[src/inc/wdt_pkg.sv]
// package of the watchdog block: register map, field layout, reset values
// assumes a 32-bit apb slave with byte addresses, 20 mhz system clock
package wdt_pkg;

   ////////////////////////////////////////////////////////////////////////
   // register byte offsets
   localparam logic [7:0] WDT_OFS_CONTROL = 8'h00;
   localparam logic [7:0] WDT_OFS_COMPARE = 8'h04;
   localparam logic [7:0] WDT_OFS_CAUSE = 8'h08;
   localparam logic [7:0] WDT_OFS_STATUS = 8'h0c;
   localparam logic [7:0] WDT_OFS_MASK = 8'h10;
   localparam logic [7:0] WDT_OFS_IRQ_EN = 8'h14;

   ////////////////////////////////////////////////////////////////////////
   // control field positions
   localparam int WDT_BIT_RST_EN = 6;
   localparam int WDT_BIT_OVF_FLAG = 5;
   localparam int WDT_BIT_KICK = 4;
   localparam int WDT_BIT_SLEEP_STOP = 3;
   localparam int WDT_BIT_PS_MSB = 2;
   // cause, status, mask and irq enable bits
   localparam int WDT_BIT_CAUSE = 0;
   localparam int WDT_BIT_STAT_OVF = 0;
   localparam int WDT_BIT_GLOBAL_IE = 0;
   localparam int WDT_BIT_WDOG_IE = 1;

   ////////////////////////////////////////////////////////////////////////
   // reset values
   localparam logic [7:0] WDT_RST_CONTROL = 8'h4f;
   localparam logic [7:0] WDT_RST_COMPARE = 8'hff;

   // prescaler: smallest division 8, i.e. shift of 3
   localparam logic [9:0] WDT_PRESC_BASE = 10'h008;
   localparam logic [7:0] WDT_COMPARE_OFF = 8'h00;

   ////////////////////////////////////////////////////////////////////////
   // control register layout
   typedef struct packed {
      logic rst_en;
      logic ovf_flag;
      logic sleep_stop;
      logic [2:0] ps;
   } wdt_ctrl_s;

   // whole block state
   typedef struct packed {
      wdt_ctrl_s ctrl;
      logic [7:0] cmp;
      logic [7:0] cnt;
      logic [9:0] pre;
      logic lf_prev;
      logic en_prev;
      logic cause;
      logic stat;
      logic mask;
      logic global_ie;
      logic wdog_ie;
      logic [31:0] prdata;
      logic pready;
      logic pslverr;
      logic irq;
      logic sys_rst;
      logic wdog_irq;
      logic ovf;
   } wdt_state_s;

endpackage

[src/wdt_top.sv]
// watchdog timer with apb register access
// assumes apb master, lf oscillator level synchronous to clk_i, and that
// rst_i is a power-on reset that the watchdog system reset does not drive
//
// Behaviour
// - counter increments on oscillator ticks through the prescaler.
// - prescale code 0 to 7 divides oscillator by 8 up to 1024.
// - counter equal to compare signals overflow, clears, keeps counting.
// - compare zero disables the watchdog; non-zero starts it.
// - overflow after division times compare plus one oscillator periods.
// - with reset enable set, overflow resets the whole system.
// - every overflow sets the overflow flag, reset enabled or not.
// - reset enable clear and irq enabled gives interrupt request instead.
// - writing one to the kick bit clears counter; bit reads zero.
// - sleep stop clear keeps running asleep; set stops it in sleep.
// - watchdog reset is recorded in a readable reset cause flag.
`timescale 1ns/1ps

module wdt_top (
   // clock and reset
   input wire logic clk_i,
   input wire logic rst_i,
   // apb slave
   input wire logic psel_i,
   input wire logic penable_i,
   input wire logic pwrite_i,
   input wire logic [7:0] paddr_i,
   input wire logic [31:0] pwdata_i,
   output logic [31:0] prdata_o,
   output logic pready_o,
   output logic pslverr_o,
   // oscillator and power mode
   input wire logic lf_osc_i,
   input wire logic sleep_i,
   // system requests
   output logic sys_reset_o,
   output logic wdog_irq_req_o,
   output logic irq_o
);

   ////////////////////////////////////////////////////////////////////////
   // helpers

   // last prescaler count for a select code
   function automatic logic [9:0] presc_last(input logic [2:0] ps);
      logic [10:0] div;
      // one bit wider so that division 1024 is not lost in the shift
      div = {1'b0, wdt_pkg::WDT_PRESC_BASE} << ps;
      div = div - 11'h001;
      return div[9:0];
   endfunction

   // read data of a register word
   function automatic logic [31:0] read_word(
      input wdt_pkg::wdt_state_s s,
      input logic [7:0] addr
   );
      logic [31:0] d;
      d = 32'h0000_0000;
      case (addr)
         wdt_pkg::WDT_OFS_CONTROL: begin
            d[wdt_pkg::WDT_BIT_RST_EN] = s.ctrl.rst_en;
            d[wdt_pkg::WDT_BIT_OVF_FLAG] = s.ctrl.ovf_flag;
            d[wdt_pkg::WDT_BIT_SLEEP_STOP] = s.ctrl.sleep_stop;
            d[wdt_pkg::WDT_BIT_PS_MSB:0] = s.ctrl.ps;
         end
         wdt_pkg::WDT_OFS_COMPARE: begin
            d[7:0] = s.cmp;
         end
         wdt_pkg::WDT_OFS_CAUSE: begin
            d[wdt_pkg::WDT_BIT_CAUSE] = s.cause;
         end
         wdt_pkg::WDT_OFS_STATUS: begin
            d[wdt_pkg::WDT_BIT_STAT_OVF] = s.stat;
         end
         wdt_pkg::WDT_OFS_MASK: begin
            d[wdt_pkg::WDT_BIT_STAT_OVF] = s.mask;
         end
         wdt_pkg::WDT_OFS_IRQ_EN: begin
            d[wdt_pkg::WDT_BIT_GLOBAL_IE] = s.global_ie;
            d[wdt_pkg::WDT_BIT_WDOG_IE] = s.wdog_ie;
         end
         default: begin
            d = 32'h0000_0000;
         end
      endcase
      return d;
   endfunction

   // true for a mapped offset
   function automatic logic is_mapped(input logic [7:0] addr);
      logic m;
      m = 1'b0;
      case (addr)
         wdt_pkg::WDT_OFS_CONTROL,
         wdt_pkg::WDT_OFS_COMPARE,
         wdt_pkg::WDT_OFS_CAUSE,
         wdt_pkg::WDT_OFS_STATUS,
         wdt_pkg::WDT_OFS_MASK,
         wdt_pkg::WDT_OFS_IRQ_EN: begin
            m = 1'b1;
         end
         default: begin
            m = 1'b0;
         end
      endcase
      return m;
   endfunction

   ////////////////////////////////////////////////////////////////////////
   // state

   wdt_pkg::wdt_state_s st_ff;
   wdt_pkg::wdt_state_s nxt_st;

   logic access;
   logic commit;
   logic wr;
   logic rd;
   logic enabled;
   logic running;
   logic lf_tick;
   logic wdog_tick;
   logic restart;
   logic kick;
   logic ovf_now;

   always_comb begin
      nxt_st = st_ff;

      // apb: answer in the second access cycle
      access = psel_i & penable_i;
      commit = access & st_ff.pready;
      wr = commit & pwrite_i;
      rd = commit & ~pwrite_i;
      nxt_st.pready = access & ~st_ff.pready;
      nxt_st.pslverr = access & ~st_ff.pready & ~is_mapped(paddr_i);
      if (access & ~st_ff.pready & ~pwrite_i) begin
         nxt_st.prdata = read_word(st_ff, paddr_i);
      end else begin
         nxt_st.prdata = 32'h0000_0000;
      end

      // run conditions
      enabled = st_ff.cmp != wdt_pkg::WDT_COMPARE_OFF;
      running = enabled & ~(sleep_i & st_ff.ctrl.sleep_stop);
      nxt_st.en_prev = enabled;
      restart = enabled & ~st_ff.en_prev;
      kick = wr & (paddr_i == wdt_pkg::WDT_OFS_CONTROL)
         & pwdata_i[wdt_pkg::WDT_BIT_KICK];

      // oscillator rising edge and prescaler
      nxt_st.lf_prev = lf_osc_i;
      lf_tick = lf_osc_i & ~st_ff.lf_prev;
      wdog_tick = 1'b0;
      ovf_now = 1'b0;
      if (restart | kick | ~enabled) begin
         nxt_st.pre = 10'h000;
         nxt_st.cnt = 8'h00;
      end else if (running & lf_tick) begin
         if (st_ff.pre >= presc_last(st_ff.ctrl.ps)) begin
            nxt_st.pre = 10'h000;
            wdog_tick = 1'b1;
         end else begin
            nxt_st.pre = st_ff.pre + 10'h001;
         end
         if (wdog_tick) begin
            // cmp+1 ticks from zero to overflow
            if (st_ff.cnt == st_ff.cmp) begin
               nxt_st.cnt = 8'h00;
               ovf_now = 1'b1;
            end else begin
               nxt_st.cnt = st_ff.cnt + 8'h01;
            end
         end
      end
      nxt_st.ovf = ovf_now;

      // register writes
      if (wr) begin
         case (paddr_i)
            wdt_pkg::WDT_OFS_CONTROL: begin
               // bit 7 and the kick bit are not stored
               nxt_st.ctrl.rst_en = pwdata_i[wdt_pkg::WDT_BIT_RST_EN];
               nxt_st.ctrl.ovf_flag = pwdata_i[wdt_pkg::WDT_BIT_OVF_FLAG];
               nxt_st.ctrl.sleep_stop =
                  pwdata_i[wdt_pkg::WDT_BIT_SLEEP_STOP];
               nxt_st.ctrl.ps = pwdata_i[wdt_pkg::WDT_BIT_PS_MSB:0];
            end
            wdt_pkg::WDT_OFS_COMPARE: begin
               nxt_st.cmp = pwdata_i[7:0];
            end
            wdt_pkg::WDT_OFS_CAUSE: begin
               // write one to clear
               if (pwdata_i[wdt_pkg::WDT_BIT_CAUSE]) begin
                  nxt_st.cause = 1'b0;
               end
            end
            wdt_pkg::WDT_OFS_MASK: begin
               nxt_st.mask = pwdata_i[wdt_pkg::WDT_BIT_STAT_OVF];
            end
            wdt_pkg::WDT_OFS_IRQ_EN: begin
               nxt_st.global_ie = pwdata_i[wdt_pkg::WDT_BIT_GLOBAL_IE];
               nxt_st.wdog_ie = pwdata_i[wdt_pkg::WDT_BIT_WDOG_IE];
            end
            default: begin
            end
         endcase
      end

      // status clears on read
      if (rd & (paddr_i == wdt_pkg::WDT_OFS_STATUS)) begin
         nxt_st.stat = 1'b0;
      end

      // overflow events: sets win over clears
      if (st_ff.ovf) begin
         nxt_st.ctrl.ovf_flag = 1'b1;
         nxt_st.stat = 1'b1;
         if (st_ff.ctrl.rst_en) begin
            nxt_st.cause = 1'b1;
         end
      end

      // outputs
      nxt_st.sys_rst = st_ff.ovf & st_ff.ctrl.rst_en;
      // while asleep the global enable also gates the wake request
      nxt_st.wdog_irq = nxt_st.ctrl.ovf_flag & nxt_st.wdog_ie
         & ~nxt_st.ctrl.rst_en
         & (~sleep_i | nxt_st.global_ie);
      nxt_st.irq = nxt_st.stat & nxt_st.mask;
   end

   always_ff @(posedge clk_i) begin
      if (rst_i) begin
         st_ff <= '0;
         st_ff.ctrl <= wdt_pkg::wdt_ctrl_s'({
            wdt_pkg::WDT_RST_CONTROL[wdt_pkg::WDT_BIT_RST_EN],
            wdt_pkg::WDT_RST_CONTROL[wdt_pkg::WDT_BIT_OVF_FLAG],
            wdt_pkg::WDT_RST_CONTROL[wdt_pkg::WDT_BIT_SLEEP_STOP],
            wdt_pkg::WDT_RST_CONTROL[wdt_pkg::WDT_BIT_PS_MSB:0]});
         st_ff.cmp <= wdt_pkg::WDT_RST_COMPARE;
      end else begin
         st_ff <= nxt_st;
      end
   end

   ////////////////////////////////////////////////////////////////////////
   // outputs

   assign prdata_o = st_ff.prdata;
   assign pready_o = st_ff.pready;
   assign pslverr_o = st_ff.pslverr;
   assign sys_reset_o = st_ff.sys_rst;
   assign wdog_irq_req_o = st_ff.wdog_irq;
   assign irq_o = st_ff.irq;

endmodule

[config.mk]
export PLATFORM = sky130hd
export DESIGN_NAME = wdt_top
export DESIGN_NICKNAME = d
export VERILOG_FILES = /design/src/inc/wdt_pkg.sv /design/src/wdt_top.sv
export SDC_FILE = /design/constraint.sdc
export NUM_CORES = 1
export LEC_CHECK = 0
export BUFFER_PORTS_ARGS = -buffer_cell sky130_fd_sc_hd__buf_2
export CORE_MARGIN = 10
export CORE_UTILIZATION = 35
export CTS_CLUSTER_SIZE = 20
export DETAILED_ROUTE_END_ITERATION = 8
export HOLD_SLACK_MARGIN = 0.02
export PLACE_DENSITY = 0.7
export SYNTH_ARGS = -nofsm -noshare
export SYNTH_HDL_FRONTEND = slang
export SYNTH_SLANG_ARGS = --single-unit
[constraint.sdc]
create_clock -name clk_i -period 5.41 [get_ports clk_i]
set_input_delay 1.082 -clock clk_i [delete_from_list [all_inputs] [get_ports clk_i]]
set_output_delay 1.082 -clock clk_i [all_outputs]
set_load 0.01 [all_outputs]
==> impl_results.rst <==
.. list-table::
   :header-rows: 1

   * - Metric
     - Value
   * - Kind of critical path
     - in -> reg
   * - Total Die Area
     - 11600 um^2
   * - Detailed-route wire length
     - 5880 um
   * - Placer Congestion
     - 0.834
   * - Num Clock Sinks
     - 53
   * - Final standard cell utilization of the core
     - 39.1%
   * - Relative slew slack
     - 34.2%
   * - Sequential-to-total area share from yosys stat
     - 39.6%
   * - Reg area
     - 1060 um^2
   * - Worst min-delay path category
     - reg -> reg
   * - Routed len/inst
     - 14.3 um
   * - Outcome
     - finished clean
   * - Maximum vdd ir drop
     - 0.0000919 V
   * - Pin count of the biggest net entering global routing
     - 18
   * - Number of max-slew violations in the final report
     - 0
   * - Congestion Overflow GR
     - 0
   * - Highest fanout seen on the critical path
     - 16
   * - Total clock buffers created by CTS
     - 5
   * - Layout cell share with drive strength beyond 1
     - 17.3%
   * - CP Cell Sequence
     - buf_2 > and2_1 > a2111oi_4 > o21ai_2 > or3_1 > a21oi_1
   * - Worst setup SP type
     - input port
   * - Synthesized cell area
     - 2680 um^2
   * - Mean instance size in the synthesized netlist
     - 9.38 um^2
   * - Syn-to-layout area delta
     - 7.47%
   * - Boundary pin count
     - 84
   * - Detailed-route DRC error count
     - 0
   * - Number of port buffers
     - 35
   * - Maximum buffer depth of the clock tree
     - 2
   * - CP endpoint kind
     - flip-flop
   * - Max cap viols
     - 0
   * - Warnings, synthesis
     - 0
   * - CTS Root Cell
     - sky130_fd_sc_hd__clkbuf_8
   * - Maximum clock frequency
     - 0.357 GHz
   * - Max Clock Skew
     - 0.00975 ns
   * - Number of optimization iterations in the first detailed-route pass
     - 5
   * - Routed vias/inst
     - 4.91
   * - Antenna cells
     - 0
   * - Leakage power
     - 1.28 nW
   * - Crit-path max cell delay
     - 0.86 ns
   * - Cell row count
     - 31
   * - Area of the core region
     - 7370 um^2
   * - Routed Antenna Nets
     - 0
   * - HPWL after detailed placement
     - 4570 um
   * - Max stage delay cell, worst path
     - sky130_fd_sc_hd__a2111oi_4
   * - Final hold violation count
     - 0
   * - Footprint of the multi-input gates
     - 1420 um^2
   * - Final setup margin
     - 2.61 ns
   * - Number of instances in the synthesized netlist
     - 286
   * - Overall die height
     - 108 um
   * - Pwr per Cell Area
     - 229 nW/um^2
   * - Resize count post-CTS
     - 0
   * - Final-layout setup total negative slack
     - 0 ns
   * - Horizontal die dimension
     - 108 um
   * - Via count of the first global-routing pass
     - 2083
   * - Number of fillers in the final layout
     - 768
   * - Final worst path period need
     - 2.80 ns
   * - FF+latch count, synth
     - 53
   * - Required @ worst endpoint
     - 5.66 ns
   * - Async set-reset flop share out of synthesis
     - 0%
   * - # Post-CTS Setup Buffers
     - 0
   * - Hold WS
     - 0.454 ns
   * - Number of enable-type register cells in the synthesized netlist
     - 0
   * - NumNets Final
     - 367
   * - Global-route usage over all layers
     - 10.1%
   * - Clock transition at the registers of the reported paths
     - 0.10 ns
   * - H-tree levels
     - 2
   * - Main flop type after synthesis
     - sky130_fd_sc_hd__dfxtp_1
   * - Total via count in the routed design
     - 2016
   * - Cell class contributing the biggest share of worst-path delay
     - compound AO/OA/AOI/OAI gates
   * - Later-pin clock latency in the skew report
     - 0.31 ns
   * - Starting utilization of the core area
     - 36.4%
   * - Period utilization
     - 51.8%
   * - Number of distinct library cells after synthesis
     - 42
   * - DRT iter0 DRCs
     - 174
   * - Number of buffers and inverters on the critical path
     - 1
   * - Actual slew at the worst max-slew pin
     - 0.974 ns
   * - Global-route wire length before repair
     - 9760 um
   * - Arrival time worst endpoint
     - 3.05 ns
   * - Number of setup violations in the final report
     - 0
   * - CTS tree
     - yes
   * - Count of hold-fix buffers inserted at cts
     - 0
   * - Pre-CTS worst setup slack
     - 2.25 ns
   * - Setup repair after global routing missed its margin
     - false
   * - Antenna violations before repair
     - 0
[per-stage QoR]
stage	cells	power (mW)	cell area, um^2
3_3_place_gp	403	0.439	2790
4_1_cts	411	0.664	2880
5_1_grt	411	0.687	2880
3_5_place_dp	403	0.440	2790
6_report	411	0.660	2880
2_1_floorplan	309	0.437	2770
[sequential cells by signal (all words and copies together), names as in the netlist]
| name | flops |
|---|---|
| irq_o | 1 |
| prdata_o | 8 |
| pready_o | 1 |
| pslverr_o | 1 |
| st_ff | 40 |
| sys_reset_o | 1 |
| wdog_irq_req_o | 1 |
[layout make-up]
cell class	count	share of cell area [%]
Multi-Input combinational cell	212	49.2
Sequential cell	53	36.8
Clock inverter	3	0.738
Tap cell	99	4.30
Clock buffer	5	2.39
Timing Repair Buffer	35	6.08
Inverter	4	0.521
[synth_stat cells (3+ instances only)]
cell                        n  area, um^2
sky130_fd_sc_hd__a21oi_1    7        35.0
sky130_fd_sc_hd__nor3_1     5        25.0
sky130_fd_sc_hd__nand3_1    4        20.0
sky130_fd_sc_hd__inv_1      4        15.0
sky130_fd_sc_hd__mux2_2     3        33.8
sky130_fd_sc_hd__mux2i_1   16         160
sky130_fd_sc_hd__o21ai_0    3        15.0
sky130_fd_sc_hd__ha_1       9         113
sky130_fd_sc_hd__nand4_1    7        43.8
sky130_fd_sc_hd__xor2_1    20         175
sky130_fd_sc_hd__and3_1    10        62.6
sky130_fd_sc_hd__a22o_1     4        35.0
sky130_fd_sc_hd__o211ai_1   4        30.0
sky130_fd_sc_hd__a211oi_1   3        22.5
sky130_fd_sc_hd__clkbuf_1   6        22.5
sky130_fd_sc_hd__and2_1     6        37.5
sky130_fd_sc_hd__nor2_1    30         113
sky130_fd_sc_hd__nor4_1     5        31.3
sky130_fd_sc_hd__and4_1     3        26.3
sky130_fd_sc_hd__buf_4     33         248
sky130_fd_sc_hd__dfxtp_1   53        1060
sky130_fd_sc_hd__nand2_1   24        90.1
[cell families after synthesis]
| group | count (synthesis) | synth area share (%) |
|---|---|---|
| and+or+nand+nor | 106 | 20.5 |
| muxes | 19 | 7.23 |
| xor gates and xnor gates | 22 | 7.19 |
| adders and majority gates | 9 | 4.20 |
| AOI/OAI and AO/OA | 32 | 10.3 |
| DFF | 53 | 39.6 |
| buffers and inverters | 44 | 10.8 |
| other | 1 | 0.140 |
[per-layer routing]
| metal | global-route usage (%) | wire (um) |
|---|---|---|
| met5 | 0 | 0 |
| met4 | 3.82 | 72 |
| met3 | 2.04 | 334 |
| met2 | 17.5 | 2960 |
| met1 | 11.9 | 2510 |
[cells in the final DEF (no fill, tap or decap), types with 3 or more instances in the layout]
cell type                  netlist  routed
sky130_fd_sc_hd__and4_1          3       3
sky130_fd_sc_hd__conb_1          1      24
sky130_fd_sc_hd__buf_2           1      35
sky130_fd_sc_hd__mux2i_1        16      16
sky130_fd_sc_hd__nor2_1         30      30
sky130_fd_sc_hd__xor2_1         20      20
sky130_fd_sc_hd__a22o_1          4       4
sky130_fd_sc_hd__ha_1            9       9
sky130_fd_sc_hd__a211oi_1        3       3
sky130_fd_sc_hd__a21oi_1         7       7
sky130_fd_sc_hd__nor3_1          5       5
sky130_fd_sc_hd__nand2_1        24      24
sky130_fd_sc_hd__nand3_1         4       4
sky130_fd_sc_hd__o21ai_0         3       3
sky130_fd_sc_hd__clkbuf_8        0       5
sky130_fd_sc_hd__inv_1           4       4
sky130_fd_sc_hd__and2_1          6       6
sky130_fd_sc_hd__and3_1         10      10
sky130_fd_sc_hd__o211ai_1        4       4
sky130_fd_sc_hd__mux2_2          3       3
sky130_fd_sc_hd__nor4_1          5       5
sky130_fd_sc_hd__nand4_1         7       7
sky130_fd_sc_hd__dfxtp_1        53      53
[worst reg2reg max path, stage by stage (launching register included)]
cell and delay [ns]:
sky130_fd_sc_hd__dfxtp_1 0.48, sky130_fd_sc_hd__nor3_1 0.11, sky130_fd_sc_hd__ha_1 0.30, sky130_fd_sc_hd__nand4_2 0.14, sky130_fd_sc_hd__a2111oi_4 0.57, sky130_fd_sc_hd__o21ai_2 0.22
sky130_fd_sc_hd__or3_1 0.41, sky130_fd_sc_hd__a21oi_1 0.14
[where the power goes]
group / internal [mW] / switching (mW) / total, mW
Combinational: 0.0120 / 0.0272 / 0.0393
Sequential: 0.392 / 0.00109 / 0.393
Clock: 0.0921 / 0.136 / 0.228
Total: 0.496 / 0.164 / 0.660
[final timing paths]
| path | from | to | slack [ns] | cells after the start |
|---|---|---|---|---|
| max reg2reg | st_ff[73] | st_ff[59] | 2.98 | 7 |
| min | st_ff[43] | st_ff[0] | 0.45 | 2 |
| min reg2reg | st_ff[43] | st_ff[0] | 0.45 | 2 |
| max | sleep_i | st_ff[59] | 2.61 | 6 |
(Power assumes the default switching activity.)
